**src/core/bvs_pkg.sv**
```systemverilog
package bvs_pkg;

	localparam int unsigned ADDR_W = 8;
	localparam int unsigned DATA_W = 8;
	localparam int unsigned CODE_W = 7;
	localparam int unsigned MV_W   = 16;

	localparam logic [7:0] OFS_TARGET   = 8'h32;
	localparam logic [7:0] OFS_CHOICE_1 = 8'h33;
	localparam logic [7:0] OFS_CHOICE_2 = 8'h34;
	localparam logic [7:0] OFS_CTRL     = 8'h37;

	localparam int unsigned CODE_LSB     = 0;
	localparam int unsigned CODE_MSB     = 6;
	localparam int unsigned WIDE_BIT_POS = 5;

	localparam logic [6:0] RST_TARGET   = 7'h38;
	localparam logic [6:0] RST_CHOICE_1 = 7'h38;
	localparam logic [6:0] RST_CHOICE_2 = 7'h72;
	localparam logic       RST_WIDE     = 1'b1;

	// Voltage scale, all in units of 0.1 mV so that 12.5 mV steps stay integral.
	localparam logic [15:0] V_BASE      = 16'h0fa0;
	localparam logic [15:0] STEP_NARROW = 16'h007d;
	localparam logic [15:0] STEP_FINE   = 16'h00fa;
	localparam logic [15:0] STEP_COARSE = 16'h01f4;
	localparam logic [6:0]  CODE_COARSE = 7'h70;
	localparam logic [15:0] V_COARSE    = 16'h7d00;
	localparam logic [15:0] V_WIDE_MAX  = 16'h8ca0;

	typedef struct packed {
		logic [6:0] target;
		logic [6:0] choice_one;
		logic [6:0] choice_two;
		logic       wide;
		logic [7:0] rdata;
	} bvs_state_t;

	typedef struct packed {
		logic [7:0] addr;
		logic [7:0] wdata;
		logic       wr;
		logic       rd;
	} bvs_bus_t;

endpackage

```
**src/core/bvs_regs.sv**
```systemverilog
// Implementation choice: strobed register access.
`timescale 1ns/100ps
// How it works
// - Pin scaling: target read-only, mirrors chosen code.
// - Without pin scaling, target code drives converter.
// - Target at 32h, 7-bit, reset 38h.
// - Choice one at 33h, reset 38h.
// - Choice two at 34h, reset 72h.
// - Wide: 0.4 V, 25 mV, then 50 mV.
// - Narrow: 0.4 V plus 12.5 mV steps.
// - Wide select in control register, resets one.
module bvs_regs
	import bvs_pkg::*;
(
	input  wire logic              SYS_CLK_I,
	input  wire logic              RST_N_I,
	input  wire logic              CLK_EN_I,
	input  wire logic              REG_RESET_I,
	input  wire logic [7:0]        ADDR_I,
	input  wire logic [7:0]        WDATA_I,
	input  wire logic              WR_I,
	input  wire logic              RD_I,
	output logic      [7:0]        RDATA_O,
	input  wire logic              PIN_SCALING_I,
	input  wire logic              PIN_CHOICE_I,
	output logic      [CODE_W-1:0] CONVERTER_CODE_O,
	output logic                   WIDE_RANGE_O,
	output logic      [MV_W-1:0]   VOUT_TENTH_MV_O
);

	bvs_state_t s_q;
	bvs_state_t s_d;
	bvs_bus_t   bus;
	logic [CODE_W-1:0] chosen;
	logic [CODE_W-1:0] active;
	logic [15:0]       vout_d;
	logic [15:0]       vout_q;

	assign bus = '{addr: ADDR_I, wdata: WDATA_I, wr: WR_I, rd: RD_I};

	// The pins pick choice one when low and choice two when high.
	assign chosen = PIN_CHOICE_I ? s_q.choice_two : s_q.choice_one;
	assign active = PIN_SCALING_I ? chosen : s_q.target;

	always_comb begin
		s_d = s_q;
		if (bus.wr) begin
			case (bus.addr)
				OFS_TARGET: begin
					if (!PIN_SCALING_I) begin
						s_d.target = bus.wdata[CODE_MSB:CODE_LSB];
					end
				end
				OFS_CHOICE_1: s_d.choice_one = bus.wdata[CODE_MSB:CODE_LSB];
				OFS_CHOICE_2: s_d.choice_two = bus.wdata[CODE_MSB:CODE_LSB];
				OFS_CTRL:     s_d.wide = bus.wdata[WIDE_BIT_POS];
				default: ;
			endcase
		end
		s_d.rdata = 8'h00;
		if (bus.rd) begin
			case (bus.addr)
				OFS_TARGET:   s_d.rdata = {1'b0, active};
				OFS_CHOICE_1: s_d.rdata = {1'b0, s_q.choice_one};
				OFS_CHOICE_2: s_d.rdata = {1'b0, s_q.choice_two};
				OFS_CTRL:     s_d.rdata = {2'b00, s_q.wide, 5'h00};
				default:      s_d.rdata = 8'h00;
			endcase
		end
		// A register reset command reloads target, both choices and the wide bit with their power-on values.
		if (REG_RESET_I) begin
			s_d.target     = RST_TARGET;
			s_d.choice_one = RST_CHOICE_1;
			s_d.choice_two = RST_CHOICE_2;
			s_d.wide       = RST_WIDE;
		end
	end

	// Codes past the top of the wide scale clip at 3.6 V, since the scale stops there.
	always_comb begin
		vout_d = V_BASE;
		if (!s_q.wide) begin
			vout_d = 16'(V_BASE + 16'(active) * STEP_NARROW);
		end else if (active < CODE_COARSE) begin
			vout_d = 16'(V_BASE + 16'(active) * STEP_FINE);
		end else begin
			vout_d = 16'(V_COARSE + 16'(active - CODE_COARSE) * STEP_COARSE);
			if (vout_d > V_WIDE_MAX) begin
				vout_d = V_WIDE_MAX;
			end
		end
	end

	always_ff @(posedge SYS_CLK_I) begin
		if (!RST_N_I) begin
			s_q.target     <= RST_TARGET;
			s_q.choice_one <= RST_CHOICE_1;
			s_q.choice_two <= RST_CHOICE_2;
			s_q.wide       <= RST_WIDE;
			s_q.rdata      <= 8'h00;
			vout_q         <= 16'h0000;
		end else if (CLK_EN_I) begin
			s_q    <= s_d;
			vout_q <= vout_d;
		end
	end

	assign RDATA_O          = s_q.rdata;
	assign CONVERTER_CODE_O = active;
	assign WIDE_RANGE_O     = s_q.wide;
	assign VOUT_TENTH_MV_O  = vout_q;

endmodule

```
**config.mk**
```make
export PLATFORM = sky130hd
export DESIGN_NAME = bvs_regs
export DESIGN_NICKNAME = d
export VERILOG_FILES = /design/src/core/bvs_pkg.sv /design/src/core/bvs_regs.sv
export SDC_FILE = /design/constraint.sdc
export NUM_CORES = 1
export LEC_CHECK = 0
export ABC_AREA = 1
export ABC_CLOCK_PERIOD_IN_PS = 8550
export CAP_MARGIN = 5
export CORE_MARGIN = 10
export CORE_UTILIZATION = 60
export CTS_BUF_LIST = sky130_fd_sc_hd__clkbuf_2 sky130_fd_sc_hd__clkbuf_4 sky130_fd_sc_hd__clkbuf_8
export DETAILED_ROUTE_END_ITERATION = 8
export DONT_BUFFER_PORTS = 1
export GPL_TIMING_DRIVEN = 1
export PLACE_DENSITY = 0.76
export SLEW_MARGIN = 20
export SYNTH_ARGS = -nofsm -noshare
export SYNTH_HDL_FRONTEND = slang
export SYNTH_SLANG_ARGS = --single-unit
```
**constraint.sdc**
```tcl
create_clock -name SYS_CLK_I -period 8.55 [get_ports SYS_CLK_I]
set_input_delay 0.855 -clock SYS_CLK_I [delete_from_list [all_inputs] [get_ports SYS_CLK_I]]
set_output_delay 0.855 -clock SYS_CLK_I [all_outputs]
set_load 0.02 [all_outputs]
```
Word level (Yosys, flattened, before mapping)
Index checks and enable logic that the tools add are counted.

Register bits: 46. Bits of input ports: 24.

Muxes and demuxes: 14. Order comparisons: 2. Equality and inequality tests: 5. Reductions and logical operators: 9. $add $sub $neg: 4. Multipliers: 3.

Operator list (number): two-way mux 7 bit (7); two-way mux 16 bit (3); two-way mux 22 bit (2); == test 8 x 6 -> 1 bit, second input constant (4); multiplier 7 x 7 -> 14 bit, second input constant (2); case mux 7 bit (4 select lines) (1); adder 12 x 15 -> 16 bit, first input constant (1); adder 15 x 16 -> 16 bit, first input constant (1); > comparator 16 bit, second input constant (1); multiplier 16 x 7 -> 14 bit, second input constant (1); adder 12 x 14 -> 15 bit, first input constant (1); nonzero test 2 bit (5); AND reduction 3 bit (3); subtractor 7 x 7 -> 8 bit, second input constant (1); < comparator 7 bit, second input constant (1); AND reduction 4 bit (1); inequality test 2 bit, second input constant (1); two-way mux 1 bit (1).

Longest topological paths before layout
Gate-level depths: netlist (run 1).

Depth after elaboration: 9. Gate-level depth with buffers: 35.

Least setup slack after synthesis (run 1)
No wires, ideal clock.

Kind: input-to-reg. Start: input port PIN_SCALING_I. End: register vout_q[5], in the netlist VOUT_TENTH_MV_O[5]. Stages: 28. Data required time: 8422 ps. Path buffers: 2. Arrival: 7108 ps. Slack: 1314 ps. Setup time: 128 ps. Path through: clkbuf_1 o21ai_0 ha_1 inv_1 nor2_4 inv_1 ha_1 fa_1 fa_1 inv_1 fa_1 inv_1 ha_1 nand2_1 inv_1 a21oi_1 nand3_1 nand2_2 nand2_2 nor2_4 nor2_1 nor2_1 nand3_1 nand2_2 buf_6 nand2_1 a21oi_1 nor2_1.

Longest elaborated chain between the ends: 8.

RTL lines: from (decl) (RTL line bvs_regs.sv:24) `input wire logic PIN_SCALING_I,`; two-way mux 7 bit * (RTL line bvs_regs.sv:43) `assign active = PIN_SCALING_I ? chosen : s_q.target;`; via CONVERTER_CODE_O[6] (RTL line bvs_regs.sv:26) `output logic [CODE_W-1:0] CONVERTER_CODE_O,`; subtractor 7 x 7 -> 8 bit (RTL line bvs_regs.sv:87) `vout_d = 16'(V_COARSE + 16'(active - CODE_COARSE) * STEP_COARSE);`; multiplier 16 x 7 -> 14 bit (RTL line bvs_regs.sv:87); adder 15 x 16 -> 16 bit (RTL line bvs_regs.sv:87); > comparator 16 bit (RTL line bvs_regs.sv:88) `if (vout_d > V_WIDE_MAX) begin`; two-way mux 16 bit (RTL line bvs_regs.sv:88); two-way mux 16 bit * (RTL line bvs_regs.sv:84) `end else if (active < CODE_COARSE) begin`; two-way mux 16 bit * (RTL line bvs_regs.sv:82) `if (!s_q.wide) begin`; to (signal assigned) (RTL line bvs_regs.sv:104) `vout_q <= vout_d;`; to (decl) (RTL line bvs_regs.sv:37) `logic [15:0] vout_q;`.

The timed path passes the listed nets; every way through them passes the cells marked *. A chain may end at the register's enable or synchronous reset.

Worst setup path after layout (run 1)
Start: input port PIN_SCALING_I. End: register vout_q[7], in the netlist VOUT_TENTH_MV_O[7].

Longest elaborated chain between the ends: 8.

RTL lines (RTL line): two-way mux 7 bit * (bvs_regs.sv:43); via CONVERTER_CODE_O[0] (bvs_regs.sv:26); subtractor 7 x 7 -> 8 bit (bvs_regs.sv:87); multiplier 16 x 7 -> 14 bit (bvs_regs.sv:87); adder 15 x 16 -> 16 bit (bvs_regs.sv:87); > comparator 16 bit (bvs_regs.sv:88); two-way mux 16 bit (bvs_regs.sv:88); two-way mux 16 bit (bvs_regs.sv:84); two-way mux 16 bit * (bvs_regs.sv:82).

Marks and branches as above.

==> results of run 1 <==
through the flow:
step | instances | utilization [%] | instance area [um2] | hold WS, ns | worst slack, ns
after global routing | 1020 | 63.55 | 6590 | 0.5133 | 1.401
final | 1020 | 63.55 | 6590 | 0.4783 | 1.793
after global placement | 1012 | 62.39 | 6470 | 0.4457 | 1.681
after floorplan | 894 | - | 6389 | 0.4245 | 1.314
after CTS | 1020 | 63.55 | 6590 | 0.4879 | 1.874
after detailed placement | 1012 | 62.39 | 6470 | 0.4644 | 1.546
sequential cells by signal (all words and copies together), names as in the netlist:
name / count
VOUT_TENTH_MV_O: 16
WIDE_RANGE_O: 1
s_q: 21
RDATA_O: 7
cell families after synthesis:
family	share of synthesized area [%]
DFF	14.10
other	0.05870
and+or+nand+nor	22.78
adders and majority gates	33.88
xor gates and xnor gates	3.153
buffers and inverters	11.89
AOI/OAI and AO/OA	14.14
area by class of cell:
type                            count  area (um2)
Fill cell                         948        3780
Inverter                          168       633.1
Clock inverter                      2       37.54
Timing Repair Buffer                4       30.03
Tap cell                          136       170.2
Multi-Input combinational cell    659        4736
Clock buffer                        6       82.58
Sequential cell                    45       900.9
routing by layer:
layer  track usage, %  up-vias  routed length [um]
met1            30.54     2770                7271
met4            6.041        0                 329
met2            34.62      259                7770
met3            4.603       27                1522
li1                 -     2839                   -
met5                0        -                   0
critical path: cells and delay by family:
kind                       cells  cell delay, ns
buffers and inverters          6            0.97
adders and majority gates      6            2.85
and+or+nand+nor               12            1.19
AOI/OAI and AO/OA              3            1.08
cell usage after synthesis (all sizes together):
cell type / count / share of area, %
a22oi: 5 / 0.59
a21o: 3 / 0.35
a31o: 1 / 0.14
ha: 93 / 18
a221oi: 2 / 0.27
and2: 1 / 0.098
a311o: 1 / 0.16
a22o: 1 / 0.14
o21a: 1 / 0.12
o2111ai: 3 / 0.41
o21bai: 3 / 0.35
o221ai: 1 / 0.14
nand4: 10 / 0.98
clkinv: 1 / 0.059
xnor2: 12 / 1.6
o22ai: 1 / 0.098
nand3b: 1 / 0.12
a31oi: 7 / 0.69
nand2: 193 / 12
nor3: 5 / 0.47
xor2: 11 / 1.5
o211ai: 11 / 1.3
inv: 167 / 9.9
nand3: 61 / 5.0
buf: 13 / 1.4
clkbuf: 9 / 0.53
nor4: 2 / 0.29
conb: 1 / 0.059
nor2: 57 / 3.6
fa: 50 / 16
o21ai: 61 / 4.8
dfxtp: 45 / 14
or2: 5 / 0.49
a21oi: 56 / 4.6
path summary, 6_finish.rpt:
kind            startpoint                  to  slack, ns
max          PIN_SCALING_I  VOUT_TENTH_MV_O[7]       1.79
min                s_q[29]             s_q[29]       0.48
max reg2reg        s_q[23]  VOUT_TENTH_MV_O[7]       2.00
min reg2reg        s_q[29]             s_q[29]       0.48
==> impl_metrics.ini, run 1 <==
[clocking]
insertion_delay_ns = 0.31
path_clk_slew_ns = 0.09
cts_tree = yes
htree_levels = 2
hold_buffers = 0
cts.path.max_buffers = 2
cts_resized = 0
cts-root-buf = clkbuf_8
post-cts-setup-buffer-count = 0
cts_buffers = 5
cts_sinks = 45

[drt]
dr.pass1.iters = 5
drtAntennaViolNets = 0
routedWlPerCell_um = 16.56
drc = 0
routed_wl_um = 16890
vias = 5895
viasPerCell = 5.779
dr.first_iter.drc_count = 748

[logic_synthesis]
postSynthCellCount = 894
syn_area_um2 = 6389
syn_nets = 1061
yosysUniqueCellTypes = 50
avgSynthCellArea_um2 = 7.146
seq_area_frac_synth_pct = 14.10
synth_seq_cells = 45
yosys_warnings = 0

[placement]
dp_hpwl_um = 13980
gp_congestion = 0.9936
port_buffers = 0

[floorplan]
die_w_um = 123.2
core-area_um2 = 10370
die_h_um = 123.2
initial_core_util_pct = 61.61
row_count = 37
pin_count = 56
die_area_um2 = 15170

[grt]
grt_usage_pct = 22.22
grt_pass1_wl_um = 27320
grt_max_degree = 34
grt_pass1_vias = 5564
overflow = 0
antenna_found_initial = 0

[setup_path]
crit_type = in2reg
crit_required_ns = 8.75
cp_max_fo = 15
reg2reg_depth = 27
slowest_delay_ns = 0.76
cp_slowest_cell = fa_1
cp-end-kind = flop
crit_arrival_ns = 6.96
start_kind = input port

[cells_and_area]
layout_commonest_cell = nand2_1
syn_to_final_growth_pct = 3.153
nets = 1050
post_route_cells_drive_above_1_share_pct = 4.525
diodes = 0
mostFrequentLayoutCells = nand2_1, inv_1, ha_1, nand3_1, o21ai_0

[timing]
relSlewSlack_pct = 48.99
max_freq_mhz = 148.0
skew_ns = 0.005424
tightestPinTransition_ns = 0.7642
rsz0062_at_grt = false
slew_viol_final = 0
min_period_ns = 6.757
fin_crit_sh_pct = 79.02
finalSetupViolations = 0
hold_viol = 0
finalSetupTns_ns = 0

[min_path]
hold_depth = 2
hp-class = reg2reg

[status]
status = finished, final reports clean

[job]
cap_violations = 0
Power of run 1 is left out: the tool's default activity adds up to more than one toggle a clock period on the data nets, which glitch-free logic cannot reach.
==> run 2, diff against run 1 <==
- ABC_AREA: 1 -> 0
- ABC_CLOCK_PERIOD_IN_PS: 8550 -> 6500
- clock period: 8.55 -> 6.5 ns (I/O delays scaled with it)
==> run 2 against run 1 <==
  * Clock skew increased by 0.0046 ns
  * Clock-buffer cell count decreased by 1
  * Wire length decreased by 4.4%
  * Critical endpoint is now VOUT_TENTH_MV_O[12]
  * Global-route usage decreased by 0.67 points
==> impl_metrics.ini, run 2 <==
[logic_synthesis]
muxShareOfSynthArea_pct = 3.253
synth_seq_cells = 45
synth_edf_count = 0
yosys.area_share.adder_pct = 34.52
postSynthCellCount = 700
synth_simple_gate_area_share_pct = 12.85
yosys_warnings = 0
yosysTopAreaCell = ha_1
synth-main-ff-cell = dfxtp_1
avgSynthCellArea_um2 = 8.957
synth_top_cell_area_share_pct = 18.56
synth_compound_area_share_pct = 20.45
async_reset_ff_share_pct = 0
syn_area_um2 = 6270
seq_area_frac_synth_pct = 14.37
yosysUniqueCellTypes = 71
synthTopCellsByCount = ha_1, inv_1, nand2_1, fa_1, dfxtp_1
syn_nets = 867
synth_top_family_by_area = adder cells
synth_area_leaders = ha_1, fa_1, dfxtp_1, inv_1, nand2_1
yosysMostFrequentCell = ha_1
synth_xor_area_share_pct = 5.668

[cells_and_area]
post_route_cells_drive_above_1_share_pct = 8.062
layout_commonest_cell = ha_1
nets = 874
final_cell_area_um2 = 6533
syn_to_final_growth_pct = 4.191
largest_reg_flops = 21
top_register = s_q
stdcell_count = 843
diodes = 0
mostFrequentLayoutCells = ha_1, inv_1, nand2_1, fa_1, dfxtp_1

[setup_path]
crit_type = in2reg
slowest_delay_ns = 0.56
crit_chain = mux2_4 > mux2_4 > ha_1 > ha_1 > ha_1 > ha_1 > fa_1 > inv_1 > fa_1 > inv_1 > ha_1 > a21o_1 > or3_1 > o22ai_2 > xor2_2 > o211ai_1 > a21boi_0 > o31ai_4 > a31oi_4 > o31ai_1
cp_slowest_cell = fa_1
crit_arrival_ns = 6.42
critPathTopFamily = adder cells
start_kind = input port
cp_common_cell = ha_1
cp_max_fo = 9
cp-end-kind = flop
crit_required_ns = 6.72
critPathBufInv = 2

[floorplan]
core-area_um2 = 10230
pin_count = 56
initial_core_util_pct = 61.28
die_w_um = 122.2
die_h_um = 122.2
die_area_um2 = 14940
row_count = 37

[min_path]
hp-class = in2reg

[timing]
relSlewSlack_pct = 27.98
min_period_ns = 6.201
hold_viol = 0
rsz0062_at_grt = false
slew_viol_final = 0
tightestPinTransition_ns = 1.072
max_freq_mhz = 161.3
finalSetupViolations = 0
fin_crit_sh_pct = 95.41
skew_ns = 0.01002
finalSetupTns_ns = 0

[clocking]
cts_sinks = 45
cts_buffers = 5
cts-root-buf = clkbuf_8
insertion_delay_ns = 0.31
htree_levels = 2
post-cts-setup-buffer-count = 0
cts.path.max_buffers = 2
cts_tree = yes
path_clk_slew_ns = 0.09

[drt]
vias = 5160
viasPerCell = 6.121
routedWlPerCell_um = 19.15
drc = 0
routed_wl_um = 16150
drtAntennaViolNets = 0
dr.pass1.iters = 5
dr.first_iter.drc_count = 501

[grt]
grt_pass1_wl_um = 26120
antenna_found_initial = 0
grt_max_degree = 49
overflow = 0
grt_usage_pct = 21.54
grt_pass1_vias = 5045

[status]
status = finished, final reports clean

[placement]
dp_hpwl_um = 13390
dp_cells = 836
placed_area_um2 = 6424
gp_congestion = 0.8853
port_buffers = 0

[job]
cap_violations = 0
## run 2: cell types whose count changed after synthesis, sizes merged, moves of 8 or more
cell and delta:
nand2 -140, inv -84, nand3 -54, a21oi -24, nor2b +22, o21ai -20
nor2 -15, mux2i +14, a21o +13, xor2 +11, clkbuf +9, o21a +8
or3 +8
## run 2: repair_timing
action,4_1_cts,5_1_grt
resized for setup,0,1
endpoints found under the setup margin,0,13
hold endpoints to repair,0,0
hold buffers,0,0
## run 2: stage by stage
stage | hold slack, ns | worst slack, ns | utilization, %
floorplan | 0.4553 | 0.1206 | -
global placement | 0.4673 | 0.1809 | 62.79
detailed placement | 0.4789 | -0.04488 | 62.79
CTS | 0.4148 | 0.2543 | 63.80
global route | 0.4208 | 0.002683 | 63.85
finish | 0.4305 | 0.2986 | 63.85
## run 2: worst paths after layout
kind / from / endpoint / slack, ns / cells after the start
setup / recovery: PIN_CHOICE_I / VOUT_TENTH_MV_O[12] / 0.30 / 20
setup reg to reg: s_q[20] / VOUT_TENTH_MV_O[12] / 0.31 / 20
hold reg to reg: s_q[26] / s_q[26] / 0.50 / 2
hold / removal: RST_N_I / s_q[21] / 0.43 / 1
## run 2: cells by family after synthesis
family | count (synthesis)
AOI/OAI and AO/OA | 178
xor gates and xnor gates | 38
and+or+nand+nor | 165
muxes | 19
other | 1
buffers and inverters | 111
DFF | 45
adders and majority gates | 143
## run 2: cell type report
type | instances | area [um2]
clock inverters | 2 | 35.03
fillers | 886 | 3699
multi-input cells | 544 | 4836
repair buffers | 28 | 210.2
flip-flops and latches | 45 | 900.9
clock buffers | 5 | 68.82
inverters | 83 | 311.5
well taps | 136 | 170.2
## run 2: layer usage
| metal | global-route usage [%] | vias to the layer above | share of wire (%) |
|---|---|---|---|
| met4 | 6.480 | 0 | 2.4 |
| met1 | 27.50 | 2504 | 41 |
| met2 | 37.08 | 182 | 49 |
| met3 | 2.938 | 22 | 7.4 |
| met5 | 0 | - | 0 |
| li1 | - | 2452 | - |
## run 2: worst register-to-register path: stages, from the launching register on
cell,delay [ns]
dfxtp_1,0.34
mux2_4,0.28
mux2_4,0.35
ha_1,0.25
ha_1,0.42
ha_1,0.33
ha_1,0.32
fa_1,0.56
inv_1,0.06
fa_1,0.50
inv_1,0.04
ha_1,0.32
a21o_1,0.19
or3_1,0.35
o22ai_2,0.20
xor2_2,0.36
o211ai_1,0.17
a21boi_0,0.20
o31ai_4,0.40
a31oi_4,0.20
o31ai_1,0.29
Power of run 2 is left out for the same reason.
